--- config.mk ---
export PLATFORM = sky130hd
export DESIGN_NAME = dcst_top
export DESIGN_NICKNAME = d
export VERILOG_FILES = /design/src/rtl/dcst_pkg.sv /design/src/rtl/dcst_top.sv
export VERILOG_INCLUDE_DIRS = /design/src /design/src/rtl
export SDC_FILE = /design/constraint.sdc
export NUM_CORES = 1
export LEC_CHECK = 0
export CORE_ASPECT_RATIO = 1.2
export CORE_MARGIN = 2
export CORE_UTILIZATION = 60
export CTS_CLUSTER_DIAMETER = 150
export CTS_CLUSTER_SIZE = 14
export DETAILED_ROUTE_END_ITERATION = 12
export DONT_BUFFER_PORTS = 1
export PLACE_DENSITY = 0.75
export SLEW_MARGIN = 20
export SYNTH_ARGS = -nofsm -noshare
export SYNTH_HDL_FRONTEND = slang
export SYNTH_SLANG_ARGS = --single-unit
--- constraint.sdc ---
create_clock -name ref_clk -period 4.7 [get_ports ref_clk]
set_input_delay 0.235 -clock ref_clk [delete_from_list [all_inputs] [get_ports ref_clk]]
set_output_delay 0.235 -clock ref_clk [all_outputs]
set_load 0.01 [all_outputs]
--- src/rtl/dcst_defs.svh ---
// Register offsets, field positions, reset values and the address decode width of the DMA completion status tracker.
`ifndef DCST_DEFS_SVH
`define DCST_DEFS_SVH
`define DCST_CH0_STATE_OFS    12'h504
`define DCST_CH0_SRC_HIGH_OFS 12'h508
`define DCST_CH1_STATE_OFS    12'h584
`define DCST_CH1_SRC_HIGH_OFS 12'h588
`define DCST_IRQ_STATUS_OFS   12'h600
`define DCST_IRQ_MASK_OFS     12'h604
`define DCST_CTRL_OFS         12'h608
`define DCST_FAULT_BIT        28
`define DCST_CANCEL_BIT       27
`define DCST_HALT_BIT         26
`define DCST_COMPLETE_BIT     25
`define DCST_ACTIVE_BIT       24
`define DCST_ORIGIN_BIT       20
`define DCST_KIND_HI          17
`define DCST_KIND_LO          16
`define DCST_CTRL_LAUNCH_LO   0
`define DCST_CTRL_CANCEL_LO   2
`define DCST_CTRL_HALT_LO     4
`define DCST_REG_RESET        32'h00000000
`define DCST_ADDR_DEC_BITS    12
`endif

--- src/rtl/dcst_pkg.sv ---
// Types shared by the DMA completion status tracker.
package dcst_pkg;
    typedef enum logic [1:0] {
        DCST_IDLE  = 2'b00,
        DCST_RUN   = 2'b01,
        DCST_CLOSE = 2'b10
    } dcst_state_e;

    typedef struct packed {
        logic        start;
        logic        finish;
        logic        fault;
        logic        fault_pci;
        logic [1:0]  fault_kind;
        logic        cancel_done;
        logic        halt_done;
        logic        list_mode;
        logic        src_valid;
        logic [31:0] src_high;
    } dcst_mover_s;

    typedef struct packed {
        logic       fault;
        logic       cancel;
        logic       halt;
        logic       complete;
        logic       active;
        logic       origin;
        logic [1:0] kind;
    } dcst_status_s;

    typedef struct packed {
        logic launch;
        logic cancel;
        logic halt;
    } dcst_req_s;
endpackage

--- src/rtl/dcst_top.sv ---
// AHB-Lite slave holding two DMA channels' busy and completion status and source address.
//
// Decided for this implementation: the AHB-Lite slave port.
`timescale 1ns/100ps
`include "dcst_defs.svh"

// Overview of operation
// [RULE_01] On start after launch, set active and clear done, halt, cancel, fault.
// [RULE_02] Active stays set and completion flags stay clear during the transaction.
// [RULE_03] On finish active clears and exactly one completion flag sets.
// [RULE_04] Interrupt to exception unit whenever active falls.
// [RULE_05] Simultaneous outcomes: fault, then cancel, then halt, then done.
// [RULE_06] First outcome wins; a fault before halt or cancel reports fault only.
// [RULE_07] Fault flag sets on error from either PCI/X bus or VMEbus.
// [RULE_08] Cancel flag needs cancel request, no fault, and cancel effective before completion.
// [RULE_09] Halt flag needs halt request, no fault, no cancel, effective before completion.
// [RULE_10] Done flag needs no fault and no effective cancel or halt.
// [RULE_11] Active reads one while processing, zero when idle.
// [RULE_12] Origin one means PCI/X fault, zero VMEbus; PCI/X kind 00b is bus error.
// [RULE_13] VMEbus fault kind is passed as the two-bit code of the mover.
// [RULE_14] Read-only register gives source address bits 63 to 32.
// [RULE_15] After a fill read error the source address holds the failing address; the code keeps the last address before the fault.
// [RULE_16] Software launches by writing one to launch; launch reads zero.
// [RULE_17] Halt requests are honoured only for descriptor-list transactions.
// [RULE_18] Each channel has its own status and address registers, reset to zero.
module dcst_top #(
    parameter int NUM_CH = 2
) (
    input  wire logic                                ref_clk,
    input  wire logic                                resetn,
    input  wire logic                                hsel,
    input  wire logic [31:0]                         haddr,
    input  wire logic [1:0]                          htrans,
    input  wire logic                                hwrite,
    input  wire logic [2:0]                          hsize,
    input  wire logic [31:0]                         hwdata,
    input  wire logic                                hready,
    output logic      [31:0]                         hrdata,
    output logic                                     hreadyout,
    output logic                                     hresp,
    input  wire dcst_pkg::dcst_mover_s [NUM_CH-1:0]  mover,
    output dcst_pkg::dcst_req_s        [NUM_CH-1:0]  req,
    output logic      [NUM_CH-1:0]                   exc_irq,
    output logic                                     irq
);
    import dcst_pkg::*;

    logic        [NUM_CH-1:0]  nxt_req_launch;
    logic        [NUM_CH-1:0]  nxt_req_cancel;
    logic        [NUM_CH-1:0]  nxt_req_halt;
    dcst_req_s   [NUM_CH-1:0]  req_ff;
    logic        [NUM_CH-1:0]  exc_irq_ff;
    dcst_status_s [NUM_CH-1:0] stat_ff;
    logic        [31:0]        src_ff [NUM_CH];
    dcst_state_e [NUM_CH-1:0]  state_ff;
    logic        [NUM_CH-1:0]  cancel_pend_ff;
    logic        [NUM_CH-1:0]  halt_pend_ff;
    logic        [NUM_CH-1:0]  fault_seen_ff;
    logic        [NUM_CH-1:0]  irq_stat_ff;
    logic        [NUM_CH-1:0]  irq_mask_ff;
    logic                      irq_ff;
    logic        [31:0]        hrdata_ff;
    logic                      wr_pend_ff;
    logic        [11:0]        wr_addr_ff;
    logic                      rd_stat_ff;

    wire        addr_ok   = hsel & hready & htrans[1];
    wire        rd_go     = addr_ok & ~hwrite;
    wire        wr_go     = addr_ok & hwrite;
    wire [11:0] rd_ofs    = haddr[11:0];
    wire        wr_ctrl   = wr_pend_ff & (wr_addr_ff == `DCST_CTRL_OFS);
    wire        wr_mask   = wr_pend_ff & (wr_addr_ff == `DCST_IRQ_MASK_OFS);
    wire        rd_istat  = rd_go & (rd_ofs == `DCST_IRQ_STATUS_OFS);

    function automatic logic [31:0] pack_state(input dcst_status_s s);
        logic [31:0] w;
        w = `DCST_REG_RESET;
        w[`DCST_FAULT_BIT]    = s.fault;
        w[`DCST_CANCEL_BIT]   = s.cancel;
        w[`DCST_HALT_BIT]     = s.halt;
        w[`DCST_COMPLETE_BIT] = s.complete;
        w[`DCST_ACTIVE_BIT]   = s.active;
        w[`DCST_ORIGIN_BIT]   = s.origin;
        w[`DCST_KIND_HI:`DCST_KIND_LO] = s.kind;
        return w;
    endfunction

    logic [31:0] rd_word;
    always_comb begin
        rd_word = `DCST_REG_RESET;
        unique case (rd_ofs)
            `DCST_CH0_STATE_OFS:    rd_word = pack_state(stat_ff[0]); // RULE_11
            `DCST_CH0_SRC_HIGH_OFS: rd_word = src_ff[0]; // RULE_14
            `DCST_CH1_STATE_OFS:    rd_word = pack_state(stat_ff[NUM_CH-1]);
            `DCST_CH1_SRC_HIGH_OFS: rd_word = src_ff[NUM_CH-1];
            `DCST_IRQ_STATUS_OFS:   rd_word[NUM_CH-1:0] = irq_stat_ff;
            `DCST_IRQ_MASK_OFS:     rd_word[NUM_CH-1:0] = irq_mask_ff;
            default:                rd_word = `DCST_REG_RESET;
        endcase
    end

    // Request bits are one-cycle strobes, so the control word always reads zero.
    genvar g;
    generate
        for (g = 0; g < NUM_CH; g++) begin : g_ch
            assign nxt_req_launch[g] = wr_ctrl & hwdata[`DCST_CTRL_LAUNCH_LO + g]; // RULE_16
            assign nxt_req_cancel[g] = wr_ctrl & hwdata[`DCST_CTRL_CANCEL_LO + g];
            assign nxt_req_halt[g]   = wr_ctrl & hwdata[`DCST_CTRL_HALT_LO + g];

            wire dcst_mover_s m = mover[g];
            // A cancel outranks a halt, and both are void once a fault is seen.
            wire fault_now  = m.fault | fault_seen_ff[g]; // RULE_06 RULE_07
            wire cancel_ok  = m.cancel_done & cancel_pend_ff[g] & ~fault_now; // RULE_08
            wire halt_ok    = m.halt_done & halt_pend_ff[g] & m.list_mode
                              & ~cancel_pend_ff[g] & ~fault_now; // RULE_09 RULE_17
            wire end_now    = (state_ff[g] == DCST_RUN) & (m.finish | m.fault | cancel_ok | halt_ok);

            always_ff @(posedge ref_clk or negedge resetn) begin
                if (!resetn) begin
                    stat_ff[g]        <= '0; // RULE_18
                    src_ff[g]         <= `DCST_REG_RESET;
                    state_ff[g]       <= DCST_IDLE;
                    cancel_pend_ff[g] <= 1'b0;
                    halt_pend_ff[g]   <= 1'b0;
                    fault_seen_ff[g]  <= 1'b0;
                    exc_irq_ff[g]     <= 1'b0;
                end else begin
                    exc_irq_ff[g] <= 1'b0;
                    if (m.src_valid && state_ff[g] == DCST_RUN && !fault_now) begin
                        src_ff[g] <= m.src_high; // RULE_14 RULE_15
                    end
                    unique case (state_ff[g])
                        DCST_IDLE: begin
                            if (m.start) begin
                                stat_ff[g]        <= '0; // RULE_01
                                stat_ff[g].active <= 1'b1;
                                cancel_pend_ff[g] <= 1'b0;
                                halt_pend_ff[g]   <= 1'b0;
                                fault_seen_ff[g]  <= 1'b0;
                                state_ff[g]       <= DCST_RUN;
                            end
                        end
                        DCST_RUN: begin
                            if (req_ff[g].cancel) cancel_pend_ff[g] <= 1'b1;
                            if (req_ff[g].halt) halt_pend_ff[g] <= 1'b1;
                            if (m.fault && !fault_seen_ff[g]) begin
                                fault_seen_ff[g]  <= 1'b1;
                                stat_ff[g].origin <= m.fault_pci; // RULE_12
                                stat_ff[g].kind   <= m.fault_kind; // RULE_13
                            end
                            if (end_now) begin
                                state_ff[g]         <= DCST_CLOSE;
                                stat_ff[g].active   <= 1'b0; // RULE_03 RULE_02
                                stat_ff[g].fault    <= fault_now; // RULE_05
                                stat_ff[g].cancel   <= ~fault_now & cancel_ok;
                                stat_ff[g].halt     <= ~fault_now & ~cancel_ok & halt_ok;
                                stat_ff[g].complete <= ~fault_now & ~cancel_ok & ~halt_ok; // RULE_10
                                exc_irq_ff[g]       <= 1'b1; // RULE_04
                            end
                        end
                        DCST_CLOSE: begin
                            state_ff[g] <= DCST_IDLE;
                        end
                        default: state_ff[g] <= DCST_IDLE;
                    endcase
                end
            end
        end
    endgenerate

    // Status bits are sticky; a set in the same cycle as the clearing read wins.
    wire [NUM_CH-1:0] nxt_irq_stat = (rd_stat_ff ? '0 : irq_stat_ff) | exc_irq_ff;

    always_ff @(posedge ref_clk or negedge resetn) begin
        if (!resetn) begin
            req_ff      <= '0;
            irq_stat_ff <= '0;
            irq_mask_ff <= '0;
            irq_ff      <= 1'b0;
            hrdata_ff   <= `DCST_REG_RESET;
            wr_pend_ff  <= 1'b0;
            wr_addr_ff  <= '0;
            rd_stat_ff  <= 1'b0;
        end else begin
            for (int i = 0; i < NUM_CH; i++) begin
                req_ff[i] <= '{launch: nxt_req_launch[i], cancel: nxt_req_cancel[i], halt: nxt_req_halt[i]};
            end
            irq_stat_ff <= nxt_irq_stat;
            if (wr_mask) irq_mask_ff <= hwdata[NUM_CH-1:0];
            irq_ff     <= |(nxt_irq_stat & (wr_mask ? hwdata[NUM_CH-1:0] : irq_mask_ff));
            wr_pend_ff <= wr_go;
            rd_stat_ff <= rd_istat;
            if (wr_go) wr_addr_ff <= haddr[11:0];
            if (rd_go) hrdata_ff <= rd_word;
        end
    end

    assign req       = req_ff;
    assign exc_irq   = exc_irq_ff;
    assign irq       = irq_ff;
    assign hrdata    = hrdata_ff;
    assign hreadyout = 1'b1;
    assign hresp     = 1'b0;
endmodule

## Word-level counts from Yosys, hierarchy flattened

Cells that the tools add are included.
W data, S select, Z words.

| cells by class | value |
|---|---|
| equality and inequality tests | 20 |
| mux-type cells | 36 |
| bitwise operators | 54 |
| reductions and logical operators | 25 |

Operators with widths:

| cell | count |
|---|---|
| $pmux W30 S4 | 1 |
| $eq A12 B11 Y1 const B | 8 |
| $and A1 B1 Y1 | 35 |
| $pmux W8 S2 | 2 |
| $reduce_and A3 Y1 | 8 |
| $mux W8 | 2 |
| $ne A2 B2 Y1 const B | 8 |
| $mux W1 | 12 |
| $mux W2 | 6 |
| $pmux W1 S2 | 6 |
| $mux W5 | 2 |
| $not A1 Y1 | 9 |
| $or A1 B1 Y1 | 8 |
| $pmux W2 S2 | 2 |
| $pmux W2 S4 | 1 |
| $logic_and A1 B1 Y1 | 6 |
| $mux W3 | 2 |
| $eq A2 B1 Y1 const B | 2 |
| $logic_not A1 Y1 | 4 |
| $logic_not A2 Y1 | 2 |
| $ne A2 B1 Y1 const B | 2 |
| $reduce_and A2 Y1 | 2 |
| $reduce_bool A2 Y1 | 2 |
| $and A2 B2 Y2 | 1 |
| 2 further kinds | 2 |

| word-level totals | value |
|---|---|
| register bits after elaboration | 149 |
| bits of input ports | 158 |
| output and inout bits | 43 |
| word-level logic and storage cells | 174 |

## Longest topological paths before layout

Gate-level depths: netlist of run 1.

| depth | value |
|---|---|
| depth after elaboration | 8 |
| depth in mapped cells | 6 |
| gate-level depth less buffers | 4 |

## Worst setup path after synthesis of run 1

No wires, ideal clock.

| path | value |
|---|---|
| kind | flip-flop to flip-flop |
| start point | register wr_addr_ff[1] |
| end point | register irq_mask_ff[0] |
| setup time | 0.125 ns |
| data arrival time | 1.482 ns |
| data required time | 4.575 ns |
| setup slack | 3.093 ns |
| cell stages (with the launch flop) | 5 |
| path buffers | 0 |
| clock period less this slack | 1.607 ns |
| cell sequence | dfrtp_1 > nor4b_1 > nand3_1 > or3b_4 > mux2_4 |

| on the way | value |
|---|---|
| longest elaborated chain between the ends | 3 |

RTL lines:

| element | RTL line | RTL |
|---|---|---|
| from (decl) | dcst_top.sv:64 | `logic [11:0] wr_addr_ff;` |
| from (signal assigned) | dcst_top.sv:193 | `if (wr_go) wr_addr_ff <= haddr[11:0];` |
| $eq A12 B11 Y1 (no line) | n/a |  |
| $and A1 B1 Y1 | dcst_top.sv:72 | `` wire wr_mask = wr_pend_ff & (wr_addr_ff == `DCST_IRQ_MASK_OFS); `` |
| $mux W2 | n/a |  |
| to (signal assigned) | dcst_top.sv:189 | `if (wr_mask) irq_mask_ff <= hwdata[NUM_CH-1:0];` |
| to (decl) | dcst_top.sv:60 | `logic [NUM_CH-1:0] irq_mask_ff;` |

No other way between the ends.
A chain may end at the register's enable or synchronous reset.

## Worst setup path in the final report of run 1

| path | value |
|---|---|
| start point | register state_ff[1] (netlist name) |
| end point | register src_ff[61] (netlist name) |

| on the way | value |
|---|---|
| longest elaborated chain between the ends | 3 |

RTL lines:

| element | RTL line | RTL |
|---|---|---|
| from (decl) | dcst_top.sv:55 | `dcst_state_e [NUM_CH-1:0] state_ff;` |
| from (signal, indexed assignment) | dcst_top.sv:122 | `state_ff[g] <= DCST_IDLE;` |
| from (signal, indexed assignment) | dcst_top.sv:140 | `state_ff[g] <= DCST_RUN;` |
| from (signal, indexed assignment) | dcst_top.sv:152 | `state_ff[g] <= DCST_CLOSE;` |
| $eq A2 B1 Y1 | dcst_top.sv:129 | `if (m.src_valid && state_ff[g] == DCST_RUN && !fault_now) begin` |
| $logic_and A1 B1 Y1 (2 in series) | dcst_top.sv:129 |  |
| to (signal, indexed assignment) | dcst_top.sv:121 | `` src_ff[g] <= `DCST_REG_RESET; `` |
| to (signal, indexed assignment) | dcst_top.sv:130 | `src_ff[g] <= m.src_high;` |
| to (decl) | dcst_top.sv:54 | `logic [31:0] src_ff [NUM_CH];` |

No other way between the ends.

==> flow_summary.yaml, run 1 <==
drt:
  wl_um: 14670
  drt_iter0_markers: 228
  viasPerCell: 5.836
  routedWlPerCell_um: 19.72
  first_pass_iters: 4
  num_vias: 4342
  ant_nets: 0
  drc: 0
final_layout:
  area_growth_pct: 24.76
  final_nets: 761
  antenna_cells: 0
  drive_gt1_frac: 0.1772
  instances_no_fill: 744
grt:
  grt_overflow_total: 0
  grt_pass1_wl_um: 23600
  track_usage: 0.2708
  grt_pass1_vias: 4650
  grt_max_degree: 150
  antenna_found_initial: 0
floorplan:
  start_util: 0.6087
  die_x_um: 97.60
  dieHeight_um: 116.3
  coreArea_um2: 10360
  io_pins: 201
  rows: 41
  dieArea_um2: 11350
flow_run:
  maxCapViolations: 0
cts:
  root_buffer: "clkbuf_16"
  cts_tree: "yes"
  clockBufferDepth: 2
  post-cts-setup-buffers: 0
  path_clk_slew_ps: 60
  cts-htree-levels: 4
  cts_buffers: 17
  clk-insertion-delay-late_ps: 410
  cts.sinks: 149
min_path:
  whs_endpoint: "hrdata[12]"
  holdPathStages: 2
  hold_class: "input port to flop"
  worstHoldStart: "haddr[7]"
logic_synthesis:
  synth_top_area_cell: "dfrtp_1"
  ys_top_cells_by_count: "dfrtp_1, nand2_1, mux2_2"
  synth-edff-count: 0
  synth_fp_nets: 672
  synth-seq-area-share: 0.5912
  yosysMostFrequentCell: "dfrtp_1"
  ys_seq_elements: 149
  synth_top_family_by_area: "multiplexers"
  netlist-cell-type-count: 47
  synth_xor_area_frac: 0
  async_reset_ff_frac: 1.000
  synth_simple_gate_area_frac: 0.1113
  yosys_warnings: 0
  syn_area_um2: 6307
  avgSynthCellArea_um2: 12.27
  synth-adder-area-share: 0
  synth_compound_area_frac: 0.08113
  yosys_most_used_dff: "dfrtp_1"
  synth_top_cells_by_area: "dfrtp_1, mux2_2, mux2i_1, nand2_1, o21ai_0"
  synth.top_cell.area_share: 0.5912
  synth_mux_area_frac: 0.1873
  synthCells: 514
critical_path:
  r2r-end: "src_ff[61]"
  cp.arrival_ps: 2440
  cp.required_ps: 4990
  regToRegSetupSlack_ps: 2550
  crit_type: "flop to flop"
  critPathLaunchType: "flop"
  reg2reg_from: "state_ff[1]"
  worstPathMaxFanout: 22
  cp-end-kind: "flop"
  rr_worst_depth: 5
sta:
  skew_ps: 8.468
  tns_ps: 0
  worst_pin_slew_ps: 716.5
  min_period_ps: 2149
  slew_headroom: 0.5223
  timing.fmax_ghz: 0.4652
  fin_ws_ps: 2551
  hold-worst-slack_ps: 46.30
  hold_viol: 0
  setup_viol: 0
  rsz0062_at_grt: "false"
  timing.final.crit_share: 0.4573
  maxSlewViolCount: 0
placement:
  dp.cells: 621
  hpwl_um: 8810
  place_congestion: 0.8258
  dp_slack_ps: 2579
  port_buffers: 0
pwr:
  ir_drop_mv: 0.3165
  p_leak_nw: 3.623
  p_per_area_nw_per_um2: 492.9
outcome:
  status: "complete, no violations"
final cells by class:
type                    instances  area (µm²)
well taps                     129       161.4
clock buffers                  18       429.2
repair buffers                 95       960.9
multi-input cells             333        2402
fillers                       647        2494
clock inverters                13       160.2
flip-flops and latches        149        3729
inverters                       7       26.28
state kept, by name, indices dropped and copies added (netlist names):
signal          count
src_ff             64
hrdata             32
stat_ff            16
wr_addr_ff         12
req                 6
state_ff            4
cancel_pend_ff      2
exc_irq             2
fault_seen_ff       2
halt_pend_ff        2
irq_mask_ff         2
irq_stat_ff         2
irq                 1
rd_stat_ff          1
wr_pend_ff          1
layout by cell type, fill, tap and decap left out, types with 3 or more instances in the layout:
cell type      instances
dfrtp_1              149
dlygate4sd3_1         91
nand2_1               81
mux2_2                64
mux2i_1               43
o21ai_0               20
o21ai_1               20
clkbuf_16             17
nor2_1                13
a21oi_1               12
o22a_1                 8
inv_1                  7
and2_1                 6
nand2b_1               6
a22o_1                 6
nor3b_1                4
a21o_1                 4
nand4_1                4
clkinv_2               4
clkinv_4               4
nor4b_1                3
nand3_1                3
nor3_1                 3
nor2b_1                3
bufinv_16              3
buf_4                  3
metal layers:
metal / GRT usage / vias to the layer above / wire length [µm]
met4: 0.08981 / 0 / 221
met1: 0.3268 / 2207 / 5778
met2: 0.4657 / 137 / 7782
li1: - / 1978 / -
met5: 0 / - / 0
met3: 0.08977 / 20 / 890
stage by stage:
stage | util | instance area [µm²] | total power, W
global route | 0.7594 | 7869 | 0.004059
global placement | 0.6119 | 6341 | 0.002366
detailed placement | 0.6119 | 6341 | 0.002424
finish | 0.7594 | 7869 | 0.003878
CTS | 0.7594 | 7869 | 0.003862
floorplan | - | 6307 | 0.002297
worst max-delay path, cell delays in order, from the launching register on:
cell      delay [ps]
dfrtp_1          390
nand2b_1         260
nor3_2           290
nand2_1          390
buf_4            380
mux2_2           320
where the power goes:
| part | leakage [nW] | switching [W] | total (W) | internal [W] |
|---|---|---|---|---|
| Clock | 0.285 | 0.000523 | 0.00135 | 0.000831 |
| Combinational | 1.43 | 0.000276 | 0.000681 | 0.000405 |
| Sequential | 1.90 | 0.000211 | 0.00184 | 0.00163 |
worst max path at each step:
| stage | startpoint | cells past startpoint | slack (ps) | end |
|---|---|---|---|---|
| after floorplan | wr_addr_ff[1] | 4 | 3090 | irq_mask_ff[0] |
| after global placement | state_ff[1] | 5 | 2650 | src_ff[37] |
| after detailed placement | state_ff[1] | 5 | 2580 | src_ff[50] |
| after CTS | state_ff[1] | 5 | 2570 | src_ff[50] |
| after global routing | state_ff[1] | 5 | 2400 | src_ff[61] |
| final | state_ff[1] | 5 | 2550 | src_ff[61] |
logic make-up after synthesis:
logic type	Yosys count
AOI/OAI and AO/OA	83
buffers and inverters	32
DFF	149
muxes	109
other	2
and+or+nand+nor	139
timing repair:
item                                    in CTS  in global routing
resized for setup                            0                  0
endpoints found under the setup margin       0                  0
hold buffers                                92                  0
endpoints found under the hold margin      242                  0
Power figures use the tool's default switching activity.
==> inputs of run 2 (changes only) <==
--- a/config.mk
+++ b/config.mk
@@ -8,12 +8,12 @@
 export LEC_CHECK = 0
 export CORE_ASPECT_RATIO = 1.2
 export CORE_MARGIN = 2
-export CORE_UTILIZATION = 60
+export CORE_UTILIZATION = 57
 export CTS_CLUSTER_DIAMETER = 150
 export CTS_CLUSTER_SIZE = 14
 export DETAILED_ROUTE_END_ITERATION = 12
 export DONT_BUFFER_PORTS = 1
-export PLACE_DENSITY = 0.75
+export PLACE_DENSITY = 0.74
 export SLEW_MARGIN = 20
 export SYNTH_ARGS = -nofsm -noshare
 export SYNTH_HDL_FRONTEND = slang
==> constraint.sdc (replaced) <==
create_clock -name ref_clk -period 1.9 [get_ports ref_clk]
set_input_delay 0.095 -clock ref_clk [delete_from_list [all_inputs] [get_ports ref_clk]]
set_output_delay 0.095 -clock ref_clk [all_outputs]
set_load 0.01 [all_outputs]
==> run 2 against run 1 <==
The flow now finishes with violations (negative hold slack). Clock power is 140% higher. Non-clock buffer count is 19 higher. Sequential power is 150% higher. Final area is 2.1% higher. Critical path type unchanged. Global-route usage is 1.7 points lower. Sequential cell count stayed put. Power is 140% higher.
==> flow_summary.yaml, run 2 (synthesis results as in run 1) <==
drt:
  num_vias: 4425
  wl_um: 14430
  ant_nets: 0
  drt_iter0_markers: 168
  drc: 0
  routedWlPerCell_um: 18.82
  first_pass_iters: 8
  viasPerCell: 5.769
final_layout:
  top_register: "src_ff"
  final_common_cell: "dfrtp_1"
  nFillCells: 717
  area_growth_pct: 27.44
  largest_reg_flops: 64
  final_nets: 780
  antenna_cells: 0
  instances_no_fill: 767
  final_cell_mix: "dfrtp_1, dlygate4sd3_1, nand2_1, mux2_2, mux2i_1"
  drive_gt1_frac: 0.1843
floorplan:
  start_util: 0.5770
  coreArea_um2: 10930
  die_x_um: 100.0
  rows: 42
  dieArea_um2: 11930
  dieHeight_um: 119.2
  io_pins: 201
cts:
  cts_buffers: 17
  cts.sinks: 149
  root_buffer: "clkbuf_16"
  path_clk_slew_ps: 60
  clk-insertion-delay-late_ps: 410
  cts-htree-levels: 4
  post-cts-setup-buffers: 0
  ctsHoldBuffers: 104
  clockBufferDepth: 2
  cts_tree: "yes"
sta:
  fin_ws_ps: 104.8
  timing.final.crit_share: 0.9448
  skew_ps: 8.142
  hold-worst-slack_ps: -620.0
  maxSlewViolCount: 0
  tns_ps: 0
  timing.fmax_ghz: 0.5571
  min_period_ps: 1795
  setup_viol: 0
  rsz0062_at_grt: "false"
  hold_viol: 149
placement:
  dp_slack_ps: 204.6
  port_buffers: 0
  hpwl_um: 8889
  place_congestion: 0.8763
  dp.cells: 631
pwr:
  p_per_area_nw_per_um2: 1180
  total_power_w: 0.009486
  ir_drop_mv: 0.7897
  p_leak_nw: 3.689
critical_path:
  worstPathMaxFanout: 8
  crit_type: "flop to flop"
  cp.required_ps: 2220
  cp-end-kind: "flop"
  critPathLaunchType: "flop"
  cp.arrival_ps: 2110
grt:
  grt_pass1_vias: 4764
  track_usage: 0.2537
  antenna_found_initial: 0
  grt_pass1_wl_um: 23350
  grt_max_degree: 150
  grt_overflow_total: 0
min_path:
  hold_class: "input port to asynchronous set/reset pin"
flow_run:
  maxCapViolations: 0
outcome:
  status: "complete, but fails checks"
  violations: "negative hold slack"
-- run 2: worst paths after layout --
check | startpoint | end | slack [ps] | depth (start not counted)
max in group asynchronous | resetn | src_ff[2] | 2220 | 0
min | resetn | wr_addr_ff[1] | -620 | 0
max reg2reg | state_ff[1] | stat_ff[6] | 100 | 5
min in group ref_clk | haddr[7] | wr_addr_ff[7] | 10 | 3
max | state_ff[1] | stat_ff[6] | 100 | 5
min reg2reg | wr_addr_ff[11] | wr_addr_ff[11] | 480 | 2
-- run 2: layout make-up --
class,count,area (µm²),share of cell area
flip-flops and latches,149,3729,0.4639
multi-input cells,333,2409,0.2997
repair buffers,114,1126,0.1401
clock buffers,18,429.2,0.05339
well taps,132,165.2,0.02055
clock inverters,14,153.9,0.01915
inverters,7,26.28,0.003269
-- run 2: metrics by stage --
stage          utilization  instance area [µm²]
2_1_floorplan            -                 6307
3_3_place_gp        0.5853                 6397
3_5_place_dp        0.5853                 6397
4_1_cts             0.7348                 8031
5_1_grt             0.7353                 8038
6_report            0.7353                 8038
-- run 2: critical path: stages, from the launching register on --
cell and delay (ps):
dfrtp_1 400, nand2b_1 290, nor3_4 260, nand3_1 120
dlygate4sd3_1 560, o21ai_0 80
-- run 2: repair_timing --
action	4_1_cts	5_1_grt
hold endpoints to repair	277	149
resized for setup	0	1
setup endpoints to repair	0	1
-- run 2: routing by layer --
metal,vias to the layer above,share of wire,GRT usage
met3,23,0.074,0.08392
met1,2219,0.38,0.2984
met4,0,0.016,0.08562
met5,-,0,0
li1,2020,-,-
met2,163,0.53,0.4354
-- run 2: power breakdown --
group	internal (W)	switching (W)	leakage (nW)	total (W)
Combinational	0.00103	0.000651	1.51	0.00168
Sequential	0.00404	0.000511	1.90	0.00455
Clock	0.00195	0.00131	0.277	0.00326
==> inputs of run 3 (changes only) <==
--- a/config.mk
+++ b/config.mk
@@ -14,6 +14,7 @@
 export DETAILED_ROUTE_END_ITERATION = 12
 export DONT_BUFFER_PORTS = 1
 export PLACE_DENSITY = 0.74
+export REMOVE_ABC_BUFFERS = 1
 export SLEW_MARGIN = 20
 export SYNTH_ARGS = -nofsm -noshare
 export SYNTH_HDL_FRONTEND = slang
==> run 3 against run 2 <==
The flow still finishes with violations (negative hold slack). Combinational power about the same. Via count about the same. Global-route usage increased by 0.74 points. First-iteration DRC count decreased by 13%. Non-clock buffer count decreased by 3. Clock power decreased by 2%. Worst setup slack improved by 12 ps. Clock-buffer cell count unchanged. Core utilization decreased by 0.38 points. Power decreased by 0.85%. Final area decreased by 0.51%. Sequential power about the same. Critical path type unchanged.
==> flow_summary.yaml, run 3 (synthesis results as in run 1) <==
cts:
  cts.sinks: 149
  cts-htree-levels: 4
  cts_tree: "yes"
  root_buffer: "clkbuf_16"
  cts_buffers: 17
  clockBufferDepth: 2
  ctsHoldBuffers: 103
  clk-insertion-delay-late_ps: 410
  post-cts-setup-buffers: 0
  path_clk_slew_ps: 70
drt:
  routedWlPerCell_um: 19.11
  viasPerCell: 5.787
  num_vias: 4421
  drt_iter0_markers: 147
  ant_nets: 0
  wl_um: 14600
  drc: 0
  first_pass_iters: 4
flow_run:
  maxCapViolations: 0
critical_path:
  cp_cell_sequence: "nor4b_1 -> nand3_1 -> or3b_4 -> mux2_4"
  cp.required_ps: 2190
  cp-end-kind: "flop"
  crit_type: "flop to flop"
  critPathMaxStageDelay_ps: 460
  cpMaxStageDelayCell: "or3b_4"
  cp.arrival_ps: 2080
  critPathLaunchType: "flop"
  crit_buf_inv: 0
  worstPathMaxFanout: 3
  crit_family: "simple AND/OR/NAND/NOR gates"
sta:
  timing.final.crit_share: 0.9387
  hold-worst-slack_ps: -617.8
  min_period_ps: 1783
  skew_ps: 13.68
  setup_viol: 0
  fin_ws_ps: 116.6
  rsz0062_at_grt: "false"
  timing.fmax_ghz: 0.5607
  maxSlewViolCount: 0
  tns_ps: 0
  hold_viol: 149
final_layout:
  fin_area_um2: 7996
  utilization: 0.7316
  antenna_cells: 0
  final_nets: 777
  final_cell_mix: "dfrtp_1, dlygate4sd3_1, nand2_1, mux2_2, mux2i_1"
  top_register: "src_ff"
  drive_gt1_frac: 0.1820
  largest_reg_flops: 64
  area_growth_pct: 26.78
  final_common_cell: "dfrtp_1"
pwr:
  p_leak_nw: 3.668
  p_per_area_nw_per_um2: 1176
  total_power_w: 0.009406
  ir_drop_mv: 0.8765
outcome:
  status: "complete, but fails checks"
  violations: "negative hold slack"
min_path:
  hold_class: "input port to asynchronous set/reset pin"
floorplan:
  io_pins: 201
  dieHeight_um: 119.2
  dieArea_um2: 11930
  coreArea_um2: 10930
  die_x_um: 100.0
  rows: 42
  start_util: 0.5770
grt:
  grt_overflow_total: 0
  antenna_found_initial: 0
  grt_pass1_wl_um: 24120
  grt_max_degree: 150
  grt_pass1_vias: 4923
  track_usage: 0.2610
placement:
  hpwl_um: 8503
  place_area_um2: 6382
  dp_slack_ps: 139.3
  place_congestion: 0.8670
  port_buffers: 0
## run 3: cell count changes in the layout (fill, tap and decap cells not counted), sizes merged
cell         change
buf              -2
bufinv           -1
clkinv           -3
dlygate4sd3      -1
inv              +4
## run 3: power breakdown
part,leakage [nW],switching (W),internal (W)
registers,1.90,0.000516,0.00404
logic,1.49,0.000635,0.00103
clock network,0.269,0.00136,0.00183
## run 3: area by class of cell
type	count	area [µm²]
sequential	149	3729
multi-input combinational	333	2402
fill	733	2934
clock buffer	18	429.2
clock inverter	14	140.1
timing repair buffer	111	1105
tap	132	165.2
inverter	7	26.28
## run 3: stage by stage
step / hold WS, ps / instances
2_1_floorplan: -200.6 / 489
6_report: -617.8 / 764
3_5_place_dp: -196.5 / 629
4_1_cts: -634.8 / 764
5_1_grt: -642.5 / 764
3_3_place_gp: -196.3 / 629
## run 3: path summary, 6_finish.rpt
check                               from        endpoint  slack, ps  cells past startpoint
setup / recovery           wr_addr_ff[4]  irq_mask_ff[1]        120                      4
hold reg to reg            wr_addr_ff[6]   wr_addr_ff[6]        480                      2
setup reg to reg           wr_addr_ff[4]  irq_mask_ff[1]        120                      4
max in group asynchronous         resetn      src_ff[16]       2330                      0
hold / removal                    resetn      src_ff[11]       -620                      0
min in group ref_clk            haddr[7]   wr_addr_ff[7]         20                      3
## run 3: layer usage
layer  global-route usage  share of wire  vias up  wire, µm
met1               0.3027           0.40     2245      5833
met4              0.09247          0.012        0       173
met3              0.08509          0.064       15       941
met5                    0              0        -         0
li1                     -              -     2013         -
met2               0.4514           0.52      148      7653
## run 3: repair_timing
action / CTS / global route
endpoints found under the hold margin: 275 / 149
endpoints found under the setup margin: 0 / 7
resized for setup: 0 / 1
